--- src/logic/afcs_defs.svh ---
// constants of the amplifier fault, clip and sequencing block
// Function
// (RULE1) The clip warning output goes low while the audio output is near its clipping point.
// (RULE2) Channel 0 modulation index reads at address 98 and channel 1 at address 102.
// (RULE3) Bit 7 of address 10 turns soft clipping on, and clearing it leaves ordinary clipping.
// (RULE4) The fault output goes low as soon as any fault source becomes active.
// (RULE5) Address 124 returns the live state of every fault source.
// (RULE6) Address 109 keeps a sticky record of every fault that has occurred.
// (RULE7) The sticky record clears when the host sets and then clears bit 2 of address 45.
// (RULE8) Both fault registers share one layout, from dc offset at bit 7 to bit0 fault at bit 0.
// (RULE9) The two select pins choose the output stage arrangement from four options.
// (RULE10) At power-up the host keeps the amplifier disabled and muted until supplies are stable.
// (RULE11) The host starts the audio clock before enabling the amplifier.
// (RULE12) The host programs the registers after enabling and only then unmutes.
// (RULE13) At shutdown the host mutes, then disables, then removes the supplies.
// (RULE14) The register bank holds 128 bytes, 0 to 80 writable and 96 to 127 read-only.
// (RULE15) The fault output stays low while any live fault bit is set and returns high after.
// (RULE16) Writes to the read-only status registers are ignored.
`ifndef AFCS_DEFS_SVH
`define AFCS_DEFS_SVH
`define AFCS_ADDR_W         7
`define AFCS_DATA_W         8
`define AFCS_RW_LAST        7'h50
`define AFCS_RO_FIRST       7'h60
`define AFCS_SOFT_CLIP_CFG  7'h0a
`define AFCS_SOFT_CLIP_BIT  7
`define AFCS_FAULT_CTRL     7'h2d
`define AFCS_LOG_CLEAR_BIT  2
`define AFCS_MOD_IDX_CH0    7'h62
`define AFCS_MOD_IDX_CH1    7'h66
`define AFCS_FAULT_HISTORY  7'h6d
`define AFCS_FAULT_LIVE     7'h7c
`define AFCS_RESET_BYTE     8'h00
`define AFCS_BIT_DC         7
`define AFCS_BIT_PPS        6
`define AFCS_BIT_OTE        5
`define AFCS_BIT_OTW        4
`define AFCS_BIT_UV         3
`define AFCS_BIT_CLK        2
`define AFCS_BIT_OC         1
`define AFCS_BIT_B0         0
`endif

--- src/logic/afcs_pkg.sv ---
// types of the amplifier fault, clip and sequencing block
package afcs_pkg;
   typedef enum logic [1:0] {
      parallel_bridged_mode,
      afcs_se2_btl1,
      afcs_btl2,
      afcs_se4
   } afcs_cfg_e;
   typedef logic [7:0] afcs_byte_t;
   typedef logic [6:0] afcs_addr_t;
endpackage : afcs_pkg

--- src/logic/afcs_sync.sv ---
// two flip-flop synchroniser for a vector of pin levels
`timescale 1ns/1ps
`default_nettype none
module afcs_sync #(
   parameter int WIDTH = 1
) (
   input  wire logic             sys_clk_i,
   input  wire logic             reset_i,
   input  wire logic [WIDTH-1:0] async_i,
   output logic      [WIDTH-1:0] sync_o
);
   logic [WIDTH-1:0] meta;
   if (WIDTH < 1) begin : g_bad_width
      $error("afcs_sync width must be positive");
   end
   always_ff @(posedge sys_clk_i or posedge reset_i) begin
      if (reset_i) begin
         meta   <= '0;
         sync_o <= '0;
      end else begin
         meta   <= async_i;
         sync_o <= meta;
      end
   end
endmodule : afcs_sync
`default_nettype wire

--- src/logic/afcs_top.sv ---
// register bank, fault logging, clip pin and output configuration
`timescale 1ns/1ps
`default_nettype none
`include "afcs_defs.svh"
module afcs_top #(
   parameter int NUM_FAULTS = 8
) (
   input  wire logic              sys_clk_i,
   input  wire logic              reset_i,
   // register port from the serial controller, same clock
   input  wire logic              reg_wr_i,
   input  wire logic              reg_rd_i,
   input  wire afcs_pkg::afcs_addr_t reg_addr_i,
   input  wire afcs_pkg::afcs_byte_t reg_wdata_i,
   output afcs_pkg::afcs_byte_t   reg_rdata_o,
   output logic                   reg_rvalid_o,
   // modulator side, same clock
   input  wire afcs_pkg::afcs_byte_t mod_index_ch0_i,
   input  wire afcs_pkg::afcs_byte_t mod_index_ch1_i,
   input  wire logic              near_clip_i,
   output logic                   soft_clip_en_o,
   // fault sources, asynchronous levels
   input  wire logic [7:0]        fault_src_i,
   // output configuration pins
   input  wire logic              output_cfg_sel0_i,
   input  wire logic              output_cfg_sel1_i,
   output afcs_pkg::afcs_cfg_e    output_cfg_o,
   // open-drain pins, enable high while pulling low
   output logic                   clip_n_o,
   output logic                   clip_n_oe_o,
   output logic                   fault_n_o,
   output logic                   fault_n_oe_o
);
   import afcs_pkg::*;

   afcs_byte_t rw_bank [0:80];
   afcs_byte_t fault_live;
   afcs_byte_t fault_history;
   afcs_byte_t mod_index_ch0;
   afcs_byte_t mod_index_ch1;
   logic [7:0] fault_sync;
   logic [1:0] sel_sync;
   logic       clear_prev;
   logic       clear_now;
   logic       clear_fall;
   logic       wr_ok;

   // fault vector is fixed at one byte
   if (NUM_FAULTS != 8) begin : g_bad_num_faults
      $error("afcs_top supports exactly eight fault sources");
   end

   function automatic logic is_writable(input afcs_addr_t a);
      is_writable = (a <= `AFCS_RW_LAST);
   endfunction : is_writable

   afcs_sync #(
      .WIDTH (10)
   ) u_sync (
      .sys_clk_i (sys_clk_i),
      .reset_i   (reset_i),
      .async_i   ({output_cfg_sel1_i, output_cfg_sel0_i, fault_src_i}),
      .sync_o    ({sel_sync, fault_sync})
   );

   // writes only land in the read/write range
   // (RULE16) status writes dropped
   assign wr_ok = reg_wr_i && is_writable(reg_addr_i);

   // (RULE14) read/write bank storage
   always_ff @(posedge sys_clk_i or posedge reset_i) begin
      if (reset_i) begin
         for (int i = 0; i <= 80; i++) begin
            rw_bank[i] <= `AFCS_RESET_BYTE;
         end
      end else if (wr_ok) begin
         rw_bank[reg_addr_i] <= reg_wdata_i;
      end
   end

   // (RULE3) soft clip enable bit
   always_ff @(posedge sys_clk_i or posedge reset_i) begin
      if (reset_i) begin
         soft_clip_en_o <= 1'b0;
      end else begin
         soft_clip_en_o <= rw_bank[`AFCS_SOFT_CLIP_CFG][`AFCS_SOFT_CLIP_BIT];
      end
   end

   // (RULE5) live fault image
   // (RULE8) bit order kept from sources
   always_ff @(posedge sys_clk_i or posedge reset_i) begin
      if (reset_i) begin
         fault_live <= `AFCS_RESET_BYTE;
      end else begin
         fault_live <= fault_sync;
      end
   end

   assign clear_now  = rw_bank[`AFCS_FAULT_CTRL][`AFCS_LOG_CLEAR_BIT];
   assign clear_fall = clear_prev && !clear_now;

   // (RULE7) falling-edge detect on clear bit
   always_ff @(posedge sys_clk_i or posedge reset_i) begin
      if (reset_i) begin
         clear_prev <= 1'b0;
      end else begin
         clear_prev <= clear_now;
      end
   end

   // (RULE6) sticky history, set beats clear
   always_ff @(posedge sys_clk_i or posedge reset_i) begin
      if (reset_i) begin
         fault_history <= `AFCS_RESET_BYTE;
      end else if (clear_fall) begin
         fault_history <= fault_live;
      end else begin
         fault_history <= fault_history | fault_live;
      end
   end

   // (RULE2) modulation index capture
   always_ff @(posedge sys_clk_i or posedge reset_i) begin
      if (reset_i) begin
         mod_index_ch0 <= `AFCS_RESET_BYTE;
         mod_index_ch1 <= `AFCS_RESET_BYTE;
      end else begin
         mod_index_ch0 <= mod_index_ch0_i;
         mod_index_ch1 <= mod_index_ch1_i;
      end
   end

   // read port, one cycle after request
   always_ff @(posedge sys_clk_i or posedge reset_i) begin
      if (reset_i) begin
         reg_rdata_o  <= `AFCS_RESET_BYTE;
         reg_rvalid_o <= 1'b0;
      end else begin
         reg_rvalid_o <= reg_rd_i;
         if (reg_rd_i) begin
            if (is_writable(reg_addr_i)) begin
               reg_rdata_o <= rw_bank[reg_addr_i];
            end else begin
               case (reg_addr_i)
                  `AFCS_MOD_IDX_CH0:   reg_rdata_o <= mod_index_ch0;
                  `AFCS_MOD_IDX_CH1:   reg_rdata_o <= mod_index_ch1;
                  `AFCS_FAULT_HISTORY: reg_rdata_o <= fault_history;
                  `AFCS_FAULT_LIVE:    reg_rdata_o <= fault_live;
                  default:             reg_rdata_o <= `AFCS_RESET_BYTE;
               endcase
            end
         end
      end
   end

   // (RULE1) clip pin pulls low near clipping
   always_ff @(posedge sys_clk_i or posedge reset_i) begin
      if (reset_i) begin
         clip_n_o    <= 1'b1;
         clip_n_oe_o <= 1'b0;
      end else begin
         clip_n_o    <= !near_clip_i;
         clip_n_oe_o <= near_clip_i;
      end
   end

   // (RULE4) fault pin low on any source
   // (RULE15) released when all clear
   always_ff @(posedge sys_clk_i or posedge reset_i) begin
      if (reset_i) begin
         fault_n_o    <= 1'b1;
         fault_n_oe_o <= 1'b0;
      end else begin
         fault_n_o    <= !(|fault_sync);
         fault_n_oe_o <= |fault_sync;
      end
   end

   // (RULE9) output stage selection
   always_ff @(posedge sys_clk_i or posedge reset_i) begin
      if (reset_i) begin
         output_cfg_o <= parallel_bridged_mode;
      end else begin
         case ({sel_sync[0], sel_sync[1]})
            2'b00:   output_cfg_o <= parallel_bridged_mode;
            2'b01:   output_cfg_o <= afcs_se2_btl1;
            2'b10:   output_cfg_o <= afcs_btl2;
            default: output_cfg_o <= afcs_se4;
         endcase
      end
   end
endmodule : afcs_top
`default_nettype wire

--- config.mk ---
export PLATFORM = sky130hd
export DESIGN_NAME = afcs_top
export DESIGN_NICKNAME = d
export VERILOG_FILES = /design/src/logic/afcs_pkg.sv /design/src/logic/afcs_sync.sv /design/src/logic/afcs_top.sv
export VERILOG_INCLUDE_DIRS = /design/src /design/src/logic
export SDC_FILE = /design/constraint.sdc
export NUM_CORES = 1
export LEC_CHECK = 0
export BUFFER_PORTS_ARGS = -buffer_cell sky130_fd_sc_hd__buf_2
export CORE_ASPECT_RATIO = 2
export CORE_UTILIZATION = 63
export CTS_CLUSTER_DIAMETER = 120
export DETAILED_ROUTE_END_ITERATION = 16
export GPL_ROUTABILITY_DRIVEN = 0
export GPL_TIMING_DRIVEN = 0
export HOLD_SLACK_MARGIN = 0.03
export PLACE_DENSITY_LB_ADDON = 0.3
export SYNTH_ARGS = -nofsm -noshare
export SYNTH_HDL_FRONTEND = slang
export SYNTH_SLANG_ARGS = --single-unit
--- constraint.sdc ---
create_clock -name sys_clk_i -period 27.6 [get_ports sys_clk_i]
set_input_delay 5.52 -clock sys_clk_i [delete_from_list [all_inputs] [get_ports sys_clk_i]]
set_output_delay 5.52 -clock sys_clk_i [all_outputs]
set_load 0.05 [all_outputs]
==> metrics.txt <==
# TYPE chip_impl_metric gauge
chip_impl_metric{name="post_synth_num_cell_types",unit=""} 58
chip_impl_metric{name="route.antenna.remaining_nets",unit=""} 0
chip_impl_metric{name="clock_pin_transition_on_the_worst_setup_and_hold_timing_paths",unit="ns"} 0.07
chip_impl_metric{name="grt_pass1_vias",unit=""} 22134
chip_impl_metric{name="first_iter_violations",unit=""} 2191
chip_impl_metric{name="grt_antenna_before_repair",unit=""} 2
chip_impl_metric{name="rows",unit=""} 116
chip_impl_metric{name="synth_seq_area_share",unit=""} 0.5574
chip_impl_metric{name="tightest_slew",unit="ns"} 1.309
chip_impl_info{name="clock_tree_root_driver_cell",value="sky130_fd_sc_hd__clkbuf_16"} 1
chip_impl_metric{name="finalClockSkew",unit="ns"} 0.02310
chip_impl_metric{name="die-area",unit="µm²"} 52070
chip_impl_metric{name="critPathRequiredTime",unit="ns"} 28.15
chip_impl_info{name="synth_largest_area_cell",value="sky130_fd_sc_hd__dfrtp_1"} 1
chip_impl_metric{name="static-leakage-power",unit="µW"} 0.01696
chip_impl_metric{name="number_of_inserted_filler_cells_in_the_final_layout",unit=""} 3378
chip_impl_metric{name="worst_ir_drop_vdd",unit="µV"} 61.99
chip_impl_metric{name="cts_buffers",unit=""} 59
chip_impl_metric{name="hold-worst-slack",unit="ns"} 0.3504
chip_impl_metric{name="core-area",unit="µm²"} 50220
chip_impl_metric{name="clock_sinks",unit=""} 717
chip_impl_info{name="cpMaxStageDelayCell",value="sky130_fd_sc_hd__nor4b_1"} 1
chip_impl_info{name="layout_commonest_cell",value="sky130_fd_sc_hd__dfrtp_1"} 1
chip_impl_metric{name="timing.final.max_slew_violations",unit=""} 0
chip_impl_metric{name="regArea",unit="µm²"} 17940
chip_impl_metric{name="clk_path_buf_depth",unit=""} 3
chip_impl_metric{name="postSynthCellCount",unit=""} 2094
chip_impl_metric{name="postCtsResizedCells",unit=""} 0
chip_impl_metric{name="start_util",unit=""} 0.6411
chip_impl_metric{name="gr-usage-all-layers",unit=""} 0.4127
chip_impl_metric{name="fp.dieH",unit="µm"} 321.7
chip_impl_metric{name="synth.cell_area",unit="µm²"} 32200
chip_impl_metric{name="htreeDepth",unit=""} 2
chip_impl_metric{name="synthesis.area_per_instance",unit="µm²"} 15.38
chip_impl_info{name="layout.cells.most_common_list",value="sky130_fd_sc_hd__dfrtp_1, sky130_fd_sc_hd__mux2_2, sky130_fd_sc_hd__mux4_2"} 1
chip_impl_metric{name="post-dp-hpwl",unit="µm"} 70510
chip_impl_metric{name="post_cts_hold_buffer_count",unit=""} 0
chip_impl_info{name="outcome",value="finished, final reports clean"} 1
chip_impl_info{name="cp_cell_sequence",value="buf_2 -> buf_2 -> buf_2 -> buf_2 -> buf_2 -> nor4_1 -> nor4b_1 -> a31oi_1 -> a31oi_1"} 1
chip_impl_metric{name="firstDrtPassIters",unit=""} 8
chip_impl_metric{name="cp_max_fo",unit=""} 10
chip_impl_metric{name="grt_start_max_net_pins",unit=""} 144
chip_impl_info{name="startpoint_type",value="primary input"} 1
chip_impl_metric{name="postSynthRegisterBits",unit=""} 717
chip_impl_metric{name="top_level_ports",unit=""} 62
chip_impl_metric{name="postSynthNetCount",unit=""} 2140
chip_impl_metric{name="placement.io_buffers",unit=""} 49
chip_impl_metric{name="multi_input_area",unit="µm²"} 13430
chip_impl_metric{name="routed_wirelength",unit="µm"} 102700
chip_impl_info{name="yosys-top-cells-area",value="sky130_fd_sc_hd__dfrtp_1, sky130_fd_sc_hd__mux2_2, sky130_fd_sc_hd__mux4_2"} 1
chip_impl_info{name="crit_type",value="primary input to flip-flop"} 1
chip_impl_metric{name="num_vias",unit=""} 20539
chip_impl_metric{name="worst_skew_pair.late_latency",unit="ns"} 0.65
chip_impl_info{name="rsz_0062_raised_after_global_routing",value="false"} 1
chip_impl_metric{name="timing_hold_violations_final",unit=""} 0
chip_impl_metric{name="max-cap-violations",unit=""} 0
chip_impl_info{name="cp_top_family",value="buffers and inverters"} 1
chip_impl_metric{name="vias_per_cell",unit=""} 7.082
chip_impl_metric{name="final_cell_area",unit="µm²"} 35300
chip_impl_metric{name="critPathMaxStageDelay",unit="ns"} 1.01
chip_impl_metric{name="global_route_wire_length_before_repair",unit="µm"} 149000
chip_impl_metric{name="die_width",unit="µm"} 161.9
chip_impl_metric{name="placedInstanceArea",unit="µm²"} 33400
chip_impl_metric{name="netlist.area_leader.share",unit=""} 0.5557
chip_impl_metric{name="final-setup-viol-count",unit=""} 0
chip_impl_info{name="synth-main-ff-cell",value="sky130_fd_sc_hd__dfrtp_1"} 1
chip_impl_metric{name="routed_wire_length_per_instance",unit="µm"} 35.42
chip_impl_metric{name="cellPowerDensity",unit="nW/µm²"} 63.32
chip_impl_metric{name="post_synth_edffs",unit=""} 0
chip_impl_info{name="worst_path_most_repeated_cell",value="sky130_fd_sc_hd__buf_2"} 1
chip_impl_metric{name="fmax",unit="MHz"} 114.5
chip_impl_metric{name="cts_setup_buffers",unit=""} 0
chip_impl_info{name="type_of_element_capturing_the_critical_path",value="flip-flop"} 1
chip_impl_metric{name="period_utilization",unit=""} 0.3165
chip_impl_metric{name="crit_path_buf_inv_count",unit=""} 5
chip_impl_metric{name="ys_async_sr_fraction",unit=""} 1.000
chip_impl_metric{name="syn2layout_area_growth",unit="%"} 9.638
chip_impl_metric{name="globalRoute.totalOverflow",unit=""} 0
chip_impl_info{name="cts_tree",value="built"} 1
chip_impl_metric{name="worst-endpoint-arrival",unit="ns"} 9.29
chip_impl_metric{name="worst_max_slew_margin_expressed_relative_to_the_limit",unit=""} 0.1274
chip_impl_metric{name="ys.warnings.count",unit=""} 0
chip_impl_metric{name="drive_above_1_share",unit=""} 0.4464
chip_impl_metric{name="num-nets-final",unit=""} 2255
chip_impl_metric{name="drcViolationCount",unit=""} 0
chip_impl_metric{name="finalCriticalPeriod",unit="ns"} 8.735
chip_impl_info{name="hold_path_class",value="flip-flop to flip-flop"} 1
-- final cells by class --
| class | instances | area share |
|---|---|---|
| clock inverter | 12 | 0.004714 |
| timing repair buffer | 54 | 0.01085 |
| sequential | 717 | 0.5084 |
| antenna | 2 | 0.0001418 |
| tap | 649 | 0.02300 |
| clock buffer | 89 | 0.04899 |
| multi-input combinational | 1213 | 0.3805 |
| inverter | 5 | 0.0007444 |
| buffer | 159 | 0.02272 |
-- synthesized netlist by cell type, types with 3 or more instances --
cell type                   count
sky130_fd_sc_hd__nand4_1        3
sky130_fd_sc_hd__a2111oi_0      4
sky130_fd_sc_hd__o221ai_1       7
sky130_fd_sc_hd__mux2_2       610
sky130_fd_sc_hd__mux2_4         8
sky130_fd_sc_hd__inv_1          3
sky130_fd_sc_hd__o22ai_1        8
sky130_fd_sc_hd__mux4_2       147
sky130_fd_sc_hd__nor3_2         4
sky130_fd_sc_hd__buf_2         32
sky130_fd_sc_hd__a21oi_1       15
sky130_fd_sc_hd__buf_6         13
sky130_fd_sc_hd__nand2_2       10
sky130_fd_sc_hd__nor2b_1       14
sky130_fd_sc_hd__nand2_1      105
sky130_fd_sc_hd__and2_1         4
sky130_fd_sc_hd__a21o_1         8
sky130_fd_sc_hd__a221oi_1       9
sky130_fd_sc_hd__nor2_1        21
sky130_fd_sc_hd__nor4_1         8
sky130_fd_sc_hd__clkbuf_1      83
sky130_fd_sc_hd__a22o_1         3
sky130_fd_sc_hd__a221o_1        3
sky130_fd_sc_hd__buf_1         13
sky130_fd_sc_hd__nand2b_1       9
sky130_fd_sc_hd__o21ai_0       12
sky130_fd_sc_hd__mux2i_1       43
sky130_fd_sc_hd__nor3_1        12
sky130_fd_sc_hd__a22oi_1       22
sky130_fd_sc_hd__buf_4         18
sky130_fd_sc_hd__dfrtp_1      715
sky130_fd_sc_hd__nor3_4         5
sky130_fd_sc_hd__nand3_1       11
sky130_fd_sc_hd__a31oi_1       10
sky130_fd_sc_hd__a211oi_1       4
sky130_fd_sc_hd__mux2_1        59
sky130_fd_sc_hd__nor2_2         8
sky130_fd_sc_hd__and3_1         3
-- report_power, final --
group          internal (µW)  switching, µW  total (µW)
registers               1110           34.2        1150
clock network            466            384         850
logic                   95.3            143         238
-- path summary, 6_finish.rpt --
path,to,from,slack [ns],cells after the start
setup / recovery,reg_rdata_o[7]$_DFFE_PP0P_,reg_addr_i[3],18.87,9
hold / removal,u_sync.sync_o[7]$_DFF_PP0_,u_sync.meta[7]$_DFF_PP0_,0.35,0
setup reg to reg,reg_rdata_o[1]$_DFFE_PP0P_,rw_bank[505]$_DFFE_PP0P_,24.79,6
hold reg to reg,u_sync.sync_o[7]$_DFF_PP0_,u_sync.meta[7]$_DFF_PP0_,0.35,0
max in group asynchronous,rw_bank[129]$_DFFE_PP0P_,reset_i,20.33,5
min in group asynchronous,clip_n_oe_o$_DFF_PP0_,reset_i,5.02,2
-- sequential cells by signal, summed over array words and instances (netlist names) --
name and flops:
reg_rdata_o 8, fault_history 8, u_sync.sync_o 10, output_cfg_o 2, clear_prev 1, reg_rvalid_o 1
clip_n_o 1, mod_index_ch1 8, clip_n_oe_o 1, u_sync.meta 10, fault_n_o 1, fault_live 8
fault_n_oe_o 1, clear_now 1, soft_clip_en_o 1, mod_index_ch0 8, rw_bank 647
-- logic make-up after synthesis --
logic type | share of synthesized area
AO/OA/AOI/OAI | 0.02678
buffers and inverters | 0.02549
flip-flops | 0.5574
multiplexers | 0.3539
AND/OR/NAND/NOR | 0.03645
-- per-stage QoR --
step	utilization	power, µW	TNS, ns	cells	worst slack (ns)
4_1_cts	0.7028	2227	0	2898	19.38
3_3_place_gp	0.6622	1380	-2492.81	2792	-3.630
2_1_floorplan	-	1307	0	2094	1.971
6_report	0.7029	2235	0	2900	18.87
3_5_place_dp	0.6651	1394	0	2797	18.75
5_1_grt	0.7028	2289	0	2898	19.08
-- layer usage --
| metal | GRT usage | routed length (µm) |
|---|---|---|
| met1 | 0.4558 | 33050 |
| met5 | 0 | 70 |
| met2 | 0.6510 | 49480 |
| met3 | 0.1004 | 8553 |
| met4 | 0.3883 | 11550 |
(Power assumes the default switching activity.)
